File: src/motion_wake_pkg.sv
// Purpose: shared constants for the motion wake controller
// Assumes: 32-bit APB register bus, one aligned word per register
// Notes: offsets are byte addresses; fields sit in the low bits, except the wake source bit at 16 and the request go bit at 31
package motion_wake_pkg;

    // register byte offsets
    localparam logic [7:0] CONFIG_OFFSET = 8'h00;      // staged mode and threshold
    localparam logic [7:0] APPLIED_OFFSET = 8'h04;     // settings in force
    localparam logic [7:0] POWER_REQ_OFFSET = 8'h08;   // power request message
    localparam logic [7:0] STATE_OFFSET = 8'h0c;       // receiver and line state
    localparam logic [7:0] INT_STATUS_OFFSET = 8'h10;  // sticky events, write one clears
    localparam logic [7:0] INT_MASK_OFFSET = 8'h14;    // event enables
    localparam logic [7:0] RESTART_OFFSET = 8'h18;     // power-cycle request

    // config and applied field layout
    localparam int MODE_LSB = 0;        // motion_wake_mode_setting [1:0]
    localparam int MODE_W = 2;
    localparam int THLD_LSB = 8;        // motion_wake_threshold_setting [15:8]
    localparam int THLD_W = 8;

    // power request field layout
    localparam int DURATION_LSB = 0;    // task duration [15:0]
    localparam int DURATION_W = 16;
    localparam int WAKE_SRC_BIT = 16;   // external_interrupt_zero_source enable
    localparam int REQ_GO_BIT = 31;     // issue the request

    // state register bits
    localparam int STATE_ASLEEP_BIT = 0;
    localparam int STATE_LINE_BIT = 1;
    localparam int STATE_WAKE_SRC_BIT = 2;

    // interrupt status and mask bits
    localparam int INT_MOTION_BIT = 0;  // motion seen
    localparam int INT_WAKE_BIT = 1;    // receiver woken by motion
    localparam int INT_W = 2;

    // restart register bit
    localparam int RESTART_BIT = 0;

    // reset values
    localparam logic [MODE_W-1:0] MODE_RESET = 2'h0;
    localparam logic [THLD_W-1:0] THLD_RESET = 8'h00;

    // mode encodings
    localparam logic [MODE_W-1:0] MODE_OFF = 2'h0;
    localparam logic [MODE_W-1:0] MODE_HOST = 2'h1;
    localparam logic [MODE_W-1:0] MODE_WAKE = 2'h2;
    localparam logic [MODE_W-1:0] MODE_BOTH = 2'h3;

    // threshold scale: acceleration counts in g/254, code 1 is zero
    localparam logic [THLD_W-1:0] THLD_ZERO_CODE = 8'h01;
    localparam logic [THLD_W-1:0] THLD_DEFAULT_LEVEL = 8'h7f;  // half g
    localparam logic [THLD_W-1:0] THRESHOLD_RESERVED_CODE = 8'h00;  // code 0 selects half g

    // alert pulse width in clock cycles
    localparam int ALERT_CYCLES = 16;

    // receiver power state
    typedef enum logic [0:0] {
        RX_AWAKE = 1'b0,
        RX_ASLEEP = 1'b1
    } rx_state_t;

endpackage

File: src/motion_wake_controller.sv
// Purpose: wake-on-motion control with APB registers and host alert pin
// Assumes: standard APB master; inputs synchronous to clock
// Notes: staged settings take effect only at a restart request
//
// Local design decisions: the register offsets and the APB slave port.
`timescale 1ns/1ps
module motion_wake_controller #(
    parameter int AXES = 3,
    parameter int ACCEL_W = 16,
    parameter int ALERT_WIDTH = motion_wake_pkg::ALERT_CYCLES
) (
    // clock and reset
    input wire logic clock,
    input wire logic rst,
    // apb slave
    input wire logic psel,
    input wire logic penable,
    input wire logic pwrite,
    input wire logic [7:0] paddr,
    input wire logic [31:0] pwdata,
    output logic [31:0] prdata,
    output logic pready,
    output logic pslverr,
    // inertial sensor samples
    input wire logic [AXES*ACCEL_W-1:0] accel,
    // outputs
    output logic motionAlertOutput,
    output logic receiverAsleep,
    output logic irq
);

    localparam int CNT_W = $clog2(ALERT_WIDTH + 1);

    typedef struct packed {
        motion_wake_pkg::rx_state_t rx;                         // receiver power state
        logic [motion_wake_pkg::MODE_W-1:0] mode;               // staged mode
        logic [motion_wake_pkg::THLD_W-1:0] thld;               // staged threshold
        logic [motion_wake_pkg::MODE_W-1:0] appliedMode;        // mode in force
        logic [motion_wake_pkg::THLD_W-1:0] appliedThld;        // threshold in force
        logic wakeSrc;                                          // interrupt zero wake enabled
        logic [motion_wake_pkg::INT_W-1:0] intStatus;           // sticky events
        logic [motion_wake_pkg::INT_W-1:0] intMask;             // event enables
        logic [CNT_W-1:0] alertCount;                           // alert cycles left
        logic linePrev;                                         // last motion line
        logic alert;                                            // alert pin
        logic irq;                                              // interrupt pin
        logic pready;                                           // apb ready
        logic pslverr;                                          // apb error
        logic [31:0] prdata;                                    // apb read data
    } ctrl_state_t;

    ctrl_state_t st;
    ctrl_state_t next_st;
    logic motionLine;     // sensor interrupt line
    logic motionEvent;    // rising edge of the line
    logic alertEnable;    // mode drives the pin
    logic wakeEnable;     // mode wakes the receiver
    logic apbAccess;      // access phase completing
    logic apbWrite;       // completing write
    logic mapped;         // address decodes
    logic [31:0] readWord; // read mux result
    logic [motion_wake_pkg::INT_W-1:0] events;  // this cycle's events

    // sensor threshold check on applied threshold
    motion_threshold_detector #(
        .AXES(AXES),
        .ACCEL_W(ACCEL_W)
    ) u_detector (
        .clock(clock),
        .rst(rst),
        .thresholdCode(st.appliedThld),
        .accel(accel),
        .motionLine(motionLine)
    );

    // mode decode from the applied setting
    always_comb
    begin
        case (st.appliedMode)
            motion_wake_pkg::MODE_OFF:
            begin
                alertEnable = 1'b0;
                wakeEnable = 1'b0;
            end
            motion_wake_pkg::MODE_HOST:
            begin
                alertEnable = 1'b1;
                wakeEnable = 1'b0;
            end
            motion_wake_pkg::MODE_WAKE:
            begin
                alertEnable = 1'b0;
                wakeEnable = 1'b1;
            end
            motion_wake_pkg::MODE_BOTH:
            begin
                alertEnable = 1'b1;
                wakeEnable = 1'b1;
            end
            default:
            begin
                alertEnable = 1'b0;
                wakeEnable = 1'b0;
            end
        endcase
    end

    // rising edge of the sensor interrupt is one motion event in any mode but off
    assign motionEvent = motionLine && !st.linePrev && (alertEnable || wakeEnable);

    // apb decode: completes when ready is already high
    assign apbAccess = psel && penable && st.pready;
    assign apbWrite = apbAccess && pwrite;

    // read mux and address decode
    always_comb
    begin
        mapped = 1'b1;
        readWord = '0;
        case (paddr)
            motion_wake_pkg::CONFIG_OFFSET:
            begin
                readWord[motion_wake_pkg::MODE_LSB +: motion_wake_pkg::MODE_W] = st.mode;
                readWord[motion_wake_pkg::THLD_LSB +: motion_wake_pkg::THLD_W] = st.thld;
            end
            motion_wake_pkg::APPLIED_OFFSET:
            begin
                readWord[motion_wake_pkg::MODE_LSB +: motion_wake_pkg::MODE_W] =
                    st.appliedMode;
                readWord[motion_wake_pkg::THLD_LSB +: motion_wake_pkg::THLD_W] =
                    st.appliedThld;
            end
            motion_wake_pkg::POWER_REQ_OFFSET:
            begin
                readWord[motion_wake_pkg::WAKE_SRC_BIT] = st.wakeSrc;
            end
            motion_wake_pkg::STATE_OFFSET:
            begin
                readWord[motion_wake_pkg::STATE_ASLEEP_BIT] = (st.rx == motion_wake_pkg::RX_ASLEEP);
                readWord[motion_wake_pkg::STATE_LINE_BIT] = motionLine;
                readWord[motion_wake_pkg::STATE_WAKE_SRC_BIT] = st.wakeSrc;
            end
            motion_wake_pkg::INT_STATUS_OFFSET:
            begin
                readWord[motion_wake_pkg::INT_W-1:0] = st.intStatus;
            end
            motion_wake_pkg::INT_MASK_OFFSET:
            begin
                readWord[motion_wake_pkg::INT_W-1:0] = st.intMask;
            end
            motion_wake_pkg::RESTART_OFFSET:
            begin
                readWord = '0;  // write-only command
            end
            default:
            begin
                mapped = 1'b0;  // unmapped reads zero with error
            end
        endcase
    end

    // next-state logic for the whole controller
    always_comb
    begin
        next_st = st;
        events = '0;
        next_st.linePrev = motionLine;

        // apb handshake: one wait state, then ready for a cycle
        next_st.pready = psel && penable && !st.pready;
        next_st.pslverr = psel && penable && !st.pready && !mapped;
        if (psel && penable && !st.pready)
        begin
            next_st.prdata = pwrite ? 32'h0000_0000 : readWord;
        end

        // register writes
        if (apbWrite && paddr == motion_wake_pkg::CONFIG_OFFSET)
        begin
            next_st.mode = pwdata[motion_wake_pkg::MODE_LSB +: motion_wake_pkg::MODE_W];
            next_st.thld = pwdata[motion_wake_pkg::THLD_LSB +: motion_wake_pkg::THLD_W];
        end
        if (apbWrite && paddr == motion_wake_pkg::INT_MASK_OFFSET)
        begin
            next_st.intMask = pwdata[motion_wake_pkg::INT_W-1:0];
        end
        // staged settings reach the sensor only at a power cycle
        if (apbWrite && paddr == motion_wake_pkg::RESTART_OFFSET
            && pwdata[motion_wake_pkg::RESTART_BIT])
        begin
            next_st.appliedMode = st.mode;
            next_st.appliedThld = st.thld;
            next_st.rx = motion_wake_pkg::RX_AWAKE;
        end

        // power request: only duration zero enters backup sleep
        if (apbWrite && paddr == motion_wake_pkg::POWER_REQ_OFFSET
            && pwdata[motion_wake_pkg::REQ_GO_BIT])
        begin
            next_st.wakeSrc = pwdata[motion_wake_pkg::WAKE_SRC_BIT];
            if (pwdata[motion_wake_pkg::DURATION_LSB +: motion_wake_pkg::DURATION_W] == '0)
            begin
                next_st.rx = motion_wake_pkg::RX_ASLEEP;
            end
        end

        // receiver power state machine
        case (st.rx)
            motion_wake_pkg::RX_AWAKE:
            begin
                next_st.rx = next_st.rx;  // stays awake unless requested
            end
            motion_wake_pkg::RX_ASLEEP:
            begin
                // wake needs a waking mode and interrupt zero wake left on
                if (motionEvent && wakeEnable && st.wakeSrc)
                begin
                    next_st.rx = motion_wake_pkg::RX_AWAKE;
                    events[motion_wake_pkg::INT_WAKE_BIT] = 1'b1;
                end
            end
            default:
            begin
                next_st.rx = motion_wake_pkg::RX_AWAKE;
            end
        endcase

        // host alert pulse, retriggered per event
        if (motionEvent && alertEnable)
        begin
            next_st.alertCount = CNT_W'(ALERT_WIDTH);
        end
        else if (st.alertCount != '0)
        begin
            next_st.alertCount = st.alertCount - 1'b1;
        end
        next_st.alert = (next_st.alertCount != '0);
        events[motion_wake_pkg::INT_MOTION_BIT] = motionEvent;

        // sticky status: write one clears, a new event wins
        if (apbWrite && paddr == motion_wake_pkg::INT_STATUS_OFFSET)
        begin
            next_st.intStatus = st.intStatus & ~pwdata[motion_wake_pkg::INT_W-1:0];
        end
        next_st.intStatus = next_st.intStatus | events;
        next_st.irq = |(next_st.intStatus & next_st.intMask);
    end

    // single state register; settings reset to zero
    always_ff @(posedge clock or posedge rst)
    begin
        if (rst)
        begin
            st <= '0;
        end
        else
        begin
            st <= next_st;
        end
    end

    // outputs straight from state flops
    assign prdata = st.prdata;
    assign pready = st.pready;
    assign pslverr = st.pslverr;
    assign motionAlertOutput = st.alert;
    assign receiverAsleep = (st.rx == motion_wake_pkg::RX_ASLEEP);
    assign irq = st.irq;

endmodule // motion_wake_controller

File: src/motion_threshold_detector.sv
// Purpose: per-axis acceleration threshold check giving the motion line
// Assumes: signed axis samples in units of g/254, synchronous to clock
// Notes: runs regardless of receiver sleep, like the sensor's low-power path
`timescale 1ns/1ps
module motion_threshold_detector #(
    parameter int AXES = 3,
    parameter int ACCEL_W = 16
) (
    // clock and reset
    input wire logic clock,
    input wire logic rst,
    // configuration
    input wire logic [motion_wake_pkg::THLD_W-1:0] thresholdCode,
    // samples, one slice per axis
    input wire logic [AXES*ACCEL_W-1:0] accel,
    // result
    output logic motionLine
);

    typedef struct packed {
        logic line;  // registered motion line
    } det_state_t;

    det_state_t st;
    det_state_t next_st;
    logic [ACCEL_W-1:0] level;     // threshold in acceleration counts
    logic [AXES-1:0] over;         // per-axis exceed flags

    // map code to level: 0 means half g, else code minus one
    always_comb
    begin
        if (thresholdCode == motion_wake_pkg::THRESHOLD_RESERVED_CODE)
        begin
            level = ACCEL_W'(motion_wake_pkg::THLD_DEFAULT_LEVEL);
        end
        else
        begin
            level = ACCEL_W'(thresholdCode - motion_wake_pkg::THLD_ZERO_CODE);
        end
    end

    // one threshold checked against every axis magnitude
    genvar ax;
    generate
        for (ax = 0; ax < AXES; ax++)
        begin : g_axis
            logic [ACCEL_W-1:0] sample;
            logic [ACCEL_W-1:0] mag;
            assign sample = accel[ax*ACCEL_W +: ACCEL_W];
            assign mag = sample[ACCEL_W-1] ? ACCEL_W'(-sample) : sample;
            assign over[ax] = mag > level;
        end
    endgenerate

    // any axis beyond threshold raises the line
    always_comb
    begin
        next_st = st;
        next_st.line = |over;
    end

    // state register
    always_ff @(posedge clock or posedge rst)
    begin
        if (rst)
        begin
            st <= '0;
        end
        else
        begin
            st <= next_st;
        end
    end

    assign motionLine = st.line;

endmodule // motion_threshold_detector

File: config.mk
export PLATFORM = sky130hd
export DESIGN_NAME = motion_wake_controller
export DESIGN_NICKNAME = d
export VERILOG_FILES = /design/src/motion_wake_pkg.sv /design/src/motion_wake_controller.sv /design/src/motion_threshold_detector.sv
export SDC_FILE = /design/constraint.sdc
export NUM_CORES = 1
export LEC_CHECK = 0
export BUFFER_PORTS_ARGS = -buffer_cell sky130_fd_sc_hd__buf_2
export CAP_MARGIN = 20
export CORE_ASPECT_RATIO = 2
export CORE_MARGIN = 1
export CORE_UTILIZATION = 45
export DETAILED_ROUTE_END_ITERATION = 8
export PLACE_DENSITY = 0.76
export SYNTH_ARGS = -nofsm -noshare
export SYNTH_HDL_FRONTEND = slang
export SYNTH_HIERARCHICAL = 1
export SYNTH_SLANG_ARGS = --single-unit
File: constraint.sdc
create_clock -name clock -period 4.55 [get_ports clock]
set_clock_uncertainty 0.1 [all_clocks]
set_input_delay 1.1375 -clock clock [delete_from_list [all_inputs] [get_ports clock]]
set_output_delay 1.1375 -clock clock [all_outputs]
set_load 0.02 [all_outputs]
==> results_dict.tcl, run 1 <==
set metrics [dict create \
    tns_ps 0 \
    synth_area_leader_cell "dfrtp_1" \
    core_um2 9760 \
    synth-edff-count 0 \
    clkPwrFrac 0.385 \
    die_h_um 144 \
    r2r_setup_slack_ps 700 \
    maxCapViolations 0 \
    cp_slowest_cell "or4_4" \
    fillCellCount 902 \
    relSlewSlack 0.524 \
    synth_common_cells "dfrtp_1, ha_1, nand2_1, xnor2_1, buf_4" \
    antenna_cells 0 \
    remaining_drc_errors 0 \
    crit_start "accel[37]" \
    numClockSinks 49 \
    cts_root_buf "clkbuf_16" \
    io_pins 130 \
    drtIter0Drc 193 \
    power.density_nw_per_um2 215 \
    pwr-share-comb 0.220 \
    yosysMostFrequentCell "dfrtp_1" \
    grt_util_all_layers 0.227 \
    clk_pin_slew_ps 60 \
    cts_setup_buffers 0 \
    dp.final_hpwl_mm 9.58 \
    netlist_area_um2 4530 \
    avgSynthCellArea_um2 9.14 \
    grt_overflow 0 \
    synthArstFlopShare 1.00 \
    grt_pass1_wl_mm 18.5 \
    ant_nets 0 \
    drt-pass1-iter-count 4 \
    layout.cells.non_filler 712 \
    switching_share 0.282 \
    setup_viol 0 \
    drive_above_1_share 0.262 \
    htreeDepth 2 \
    stdcell_area_um2 5160 \
    internal_power_uw 796 \
    finalPower_uw 1110 \
    grt_antenna_before_repair 0 \
    netSwitchingPower_uw 312 \
    vias 4085 \
    hold_path.class "reg -> reg" \
    fin_hold_ws_ps 375 \
    io_buffers 95 \
    yosys_register_bits 49 \
    start_util 0.464 \
    routed_via_density 5.74 \
    grt_max_degree 49 \
    ys_types 69 \
    p_seq_frac 0.395 \
    leakage_uw 0.00241 \
    drt-wirelength-per-cell_um 16.3 \
    hold_buffers 0 \
    vdd.ir_drop.worst_mv 0.377 \
    totalWireLength_mm 11.6 \
    cts_resized 0 \
    cpMostUsedCell "nand4_1" \
    holdPathStages 2 \
    cts_buffer_depth 2 \
    hold_viol 0 \
    syn_to_final_growth_pct 13.9 \
    syn-instance-count 496 \
    crit_path_max_incr_delay_ps 590 \
    rr_startpoint "st[51]" \
    fp.dieW_um 73.0 \
    synth_top_area_share 0.270 \
    synth_ff_type "dfrtp_1" \
    yosysWarnings 6 \
    r2r_end "u_detector/motionLine" \
    start_kind "input pin" \
    run_status "finished, final reports clean" \
    worstRegToRegCells 13 \
    crit_arrival_ps 4080 \
    synthTopCellsByArea "dfrtp_1, ha_1, xnor2_1" \
    period_share 0.889 \
    place_inst 704 \
    hold_start "prdata[11]" \
    nets 708 \
    placed_area_um2 4990 \
    dieArea_um2 10500 \
    worst_pin_slew_ps 707 \
    rsz0062_at_grt "false" \
    critPathKind "in -> reg" \
    cts_inserted_buffers 5 \
    cts_tree "yes" \
    period_minus_slack_ps 4040 \
    cp_cell_sequence "buf_2 > or4_4 > or2_2 > o31ai_1 > xnor2_1 > ha_1 > and4_1 > nand4_1 > o32a_1 > a221o_1 > nand2_1 > nand4_1" \
    rows 51 \
    grt_pass1_vias 4314 \
    place_congestion 0.863 \
    drv_slew 0 \
    worstHoldEndpoint "prdata[11]" \
    yosysSeqAreaShare 0.270 \
    crit_required_ps 4580 \
    insertion_delay_ps 300 \
    crit_fanout 6 \
    end_kind "flop" \
    max_freq_mhz 247 \
]
-- per-stage QoR --
step                setup slack, ps   util
floorplan                       589      -
global placement                225  0.511
detailed placement              198  0.511
CTS                             487  0.529
global route                    368  0.529
finish                          506  0.529
-- logic make-up after synthesis --
| logic type | after synthesis | synth area share |
|---|---|---|
| compound gates | 99 | 0.154 |
| xor+xnor | 44 | 0.0850 |
| fa+ha+maj | 38 | 0.104 |
| buf+inv | 62 | 0.0803 |
| flops | 49 | 0.270 |
| mux | 36 | 0.0919 |
| other cells | 1 | 0.000827 |
| simple gates | 167 | 0.214 |
-- cell usage in the layout, fill, tap and decap left out, types with 7 or more instances in the layout --
cell      Yosys  final
a21oi_1      14     14
a31oi_1       7      7
buf_2         3     95
conb_1        1     20
dfrtp_1      49     49
ha_1         36     36
inv_1        19     18
mux2_2       25     25
mux2i_1       9      9
nand2_1      35     35
nand2b_1     10     10
nand4_1      13     13
nor2_1       24     24
nor2b_1       8      8
nor3_1       11     11
nor4_1       13     13
o21ai_0      26     26
o31ai_1       9      9
or3_1         9      9
xnor2_1      35     35
xor2_1        9      9
-- power by group through the flow --
stage | sequential (uW) | clock, uW | combinational, uW
6_report | 438 | 427 | 244
5_1_grt | 438 | 447 | 269
3_5_place_dp | 446 | 0 | 241
2_1_floorplan | 447 | 0 | 162
3_3_place_gp | 446 | 0 | 231
4_1_cts | 438 | 432 | 242
-- state kept, by name (all words and copies together), names as in the netlist --
signal                 cells
motionAlertOutput          1
irq                        1
pready                     1
prdata                    12
receiverAsleep             1
u_detector/motionLine      1
pslverr                    1
st                        31
-- layout make-up --
class	count	area, um2	area share
tap	132	165	0.0320
timing repair buffer	100	513	0.0994
clock buffer	5	125	0.0242
clock inverter	3	46.3	0.00897
inverter	19	71.3	0.0138
sequential	49	1230	0.238
multi-input combinational	404	3020	0.584
-- critical path: cells and delay by family --
kind                     cells  cell delay [ps]
AND/OR/NAND/NOR              6             1450
AO/OA/AOI/OAI                3              950
adder cells (fa/ha/maj)      1              310
buffers and inverters        1              120
XOR/XNOR                     1              100
-- per-layer routing --
metal,vias to the layer above,global-route usage,wire (um)
met4,0,0.136,607
met1,1936,0.193,3730
met2,135,0.465,6860
met3,51,0.0281,418
li1,1963,-,-
met5,-,0,0
-- worst max-delay path by stage --
stage	endpoint	slack, ps
finish	u_detector/motionLine	510
CTS	u_detector/motionLine	490
floorplan	u_detector/motionLine	590
global placement	u_detector/motionLine	230
global route	u_detector/motionLine	370
detailed placement	u_detector/motionLine	200
(Power assumes the default switching activity.)
==> inputs of run 2 (changes only) <==
Settings changed: CTS_BUF_LIST from default to sky130_fd_sc_hd__clkbuf_4 sky130_fd_sc_hd__clkbuf_8.
==> results_dict.tcl, run 2 (synthesis gave the netlist of run 1 again) <==
set metrics [dict create \
    nets 708 \
    place_ws_ps 198 \
    io_buffers 95 \
    routed_via_density 5.72 \
    r2r_setup_slack_ps 680 \
    start_util 0.464 \
    fillCellCount 912 \
    worstRegToRegCells 10 \
    core_um2 9760 \
    io_pins 130 \
    cts_inserted_buffers 5 \
    leakage_uw 0.00239 \
    grt_pass1_vias 4267 \
    drtIter0Drc 168 \
    htreeDepth 2 \
    insertion_delay_ps 320 \
    drt-wirelength-per-cell_um 16.2 \
    cts_root_buf "clkbuf_8" \
    grt_antenna_before_repair 0 \
    power.density_nw_per_um2 196 \
    crit_required_ps 4600 \
    hold_buffers 0 \
    cp_slowest_cell "or4_4" \
    grt_util_all_layers 0.226 \
    cts_setup_buffers 0 \
    crit_arrival_ps 4090 \
    clk_pin_slew_ps 90 \
    period_minus_slack_ps 4040 \
    relSlewSlack 0.524 \
    ant_nets 0 \
    max_freq_mhz 247 \
    wl_met2_mm 6.91 \
    vias 4071 \
    vdd.ir_drop.worst_mv 0.304 \
    timing.final.ws_setup_ps 505 \
    placed_area_um2 4990 \
    worstHoldEndpoint "prdata[11]" \
    dp.final_hpwl_mm 9.58 \
    fp.dieW_um 73.0 \
    stdcell_area_um2 5110 \
    cts_tree "yes" \
    syn_to_final_growth_pct 12.6 \
    regMostFlops "st" \
    dieArea_um2 10500 \
    remaining_drc_errors 0 \
    rr_startpoint "st[51]" \
    crit_fanout 6 \
    cts_buffer_depth 2 \
    critPathKind "in -> reg" \
    rsz0062_at_grt "false" \
    end_kind "flop" \
    largest_reg_flops 31 \
    drt-pass1-iter-count 4 \
    worst_pin_slew_ps 707 \
    cp_cell_sequence "buf_2 > or4_4 > or2_2 > o31ai_1 > xnor2_1 > ha_1 > and4_1 > nand4_1 > o32a_1 > a221o_1 > nand2_1 > nand4_1" \
    regArea_um2 1230 \
    maxCapViolations 0 \
    path_buf_inv 1 \
    antenna_cells 0 \
    hold_start "prdata[11]" \
    place_congestion 0.863 \
    r2r_end "u_detector/motionLine" \
    numClockSinks 49 \
    crit_path_max_incr_delay_ps 590 \
    holdPathStages 2 \
    totalWireLength_mm 11.6 \
    cts_resized 0 \
    grt_pass1_wl_mm 18.5 \
    rows 51 \
    hold_viol 0 \
    highest-signal-layer "met4" \
    cpMostUsedCell "nand4_1" \
    critPathTopFamily "simple AND/OR/NAND/NOR gates" \
    wirelength_met1_mm 3.78 \
    die_h_um 144 \
    start_kind "input pin" \
    drive_above_1_share 0.262 \
    hold_path.class "reg -> reg" \
    tns_ps 0 \
    final_common_cell "buf_2" \
    layout.cells.most_common_list "buf_2, dfrtp_1, ha_1, nand2_1, xnor2_1" \
    drv_slew 0 \
    run_status "finished, final reports clean" \
    setup_viol 0 \
    period_share 0.889 \
    dr_wl_met3_um 342 \
    grt_overflow 0 \
    multi_input_area_um2 3020 \
    grt_max_degree 49 \
]
-- run 2: metal layers --
metal | global-route usage | vias to the layer above
li1 | - | 1958
met2 | 0.466 | 116
met3 | 0.0259 | 40
met5 | 0 | -
met1 | 0.196 | 1957
met4 | 0.129 | 0
-- run 2: cell type report --
type | instances | area share
Inverter | 19 | 0.0140
Clock inverter | 3 | 0.00907
Sequential cell | 49 | 0.240
Multi-Input combinational cell | 404 | 0.591
Timing Repair Buffer | 100 | 0.100
Tap cell | 132 | 0.0323
Clock buffer | 5 | 0.0135
-- run 2: worst max-delay path by stage --
stage,startpoint,end,cells after the start
3_5_place_dp,accel[37],u_detector/motionLine,12
2_1_floorplan,accel[37],u_detector/motionLine,11
4_1_cts,accel[37],u_detector/motionLine,12
6_report,accel[37],u_detector/motionLine,12
3_3_place_gp,accel[37],u_detector/motionLine,12
5_1_grt,accel[37],u_detector/motionLine,12
-- run 2: worst min-delay path, cell delays in order (launching register included) --
cell and delay [ps]:
dfrtp_1 340, nand2_1 50, o21ai_0 60
-- run 2: metrics by stage --
step / total power [uW] / hold WS [ps] / utilization / instances
6_report: 999 / 381 / 0.523 / 712
5_1_grt: 1050 / 404 / 0.523 / 712
4_1_cts: 1000 / 388 / 0.523 / 712
3_5_place_dp: 687 / 367 / 0.511 / 704
3_3_place_gp: 677 / 362 / 0.511 / 704
2_1_floorplan: 609 / 288 / - / 515
-- run 2: report_power, final --
part	internal [uW]	switching, uW
Sequential	437	0.879
Combinational	99.3	144
Clock	165	154
Total	700	299
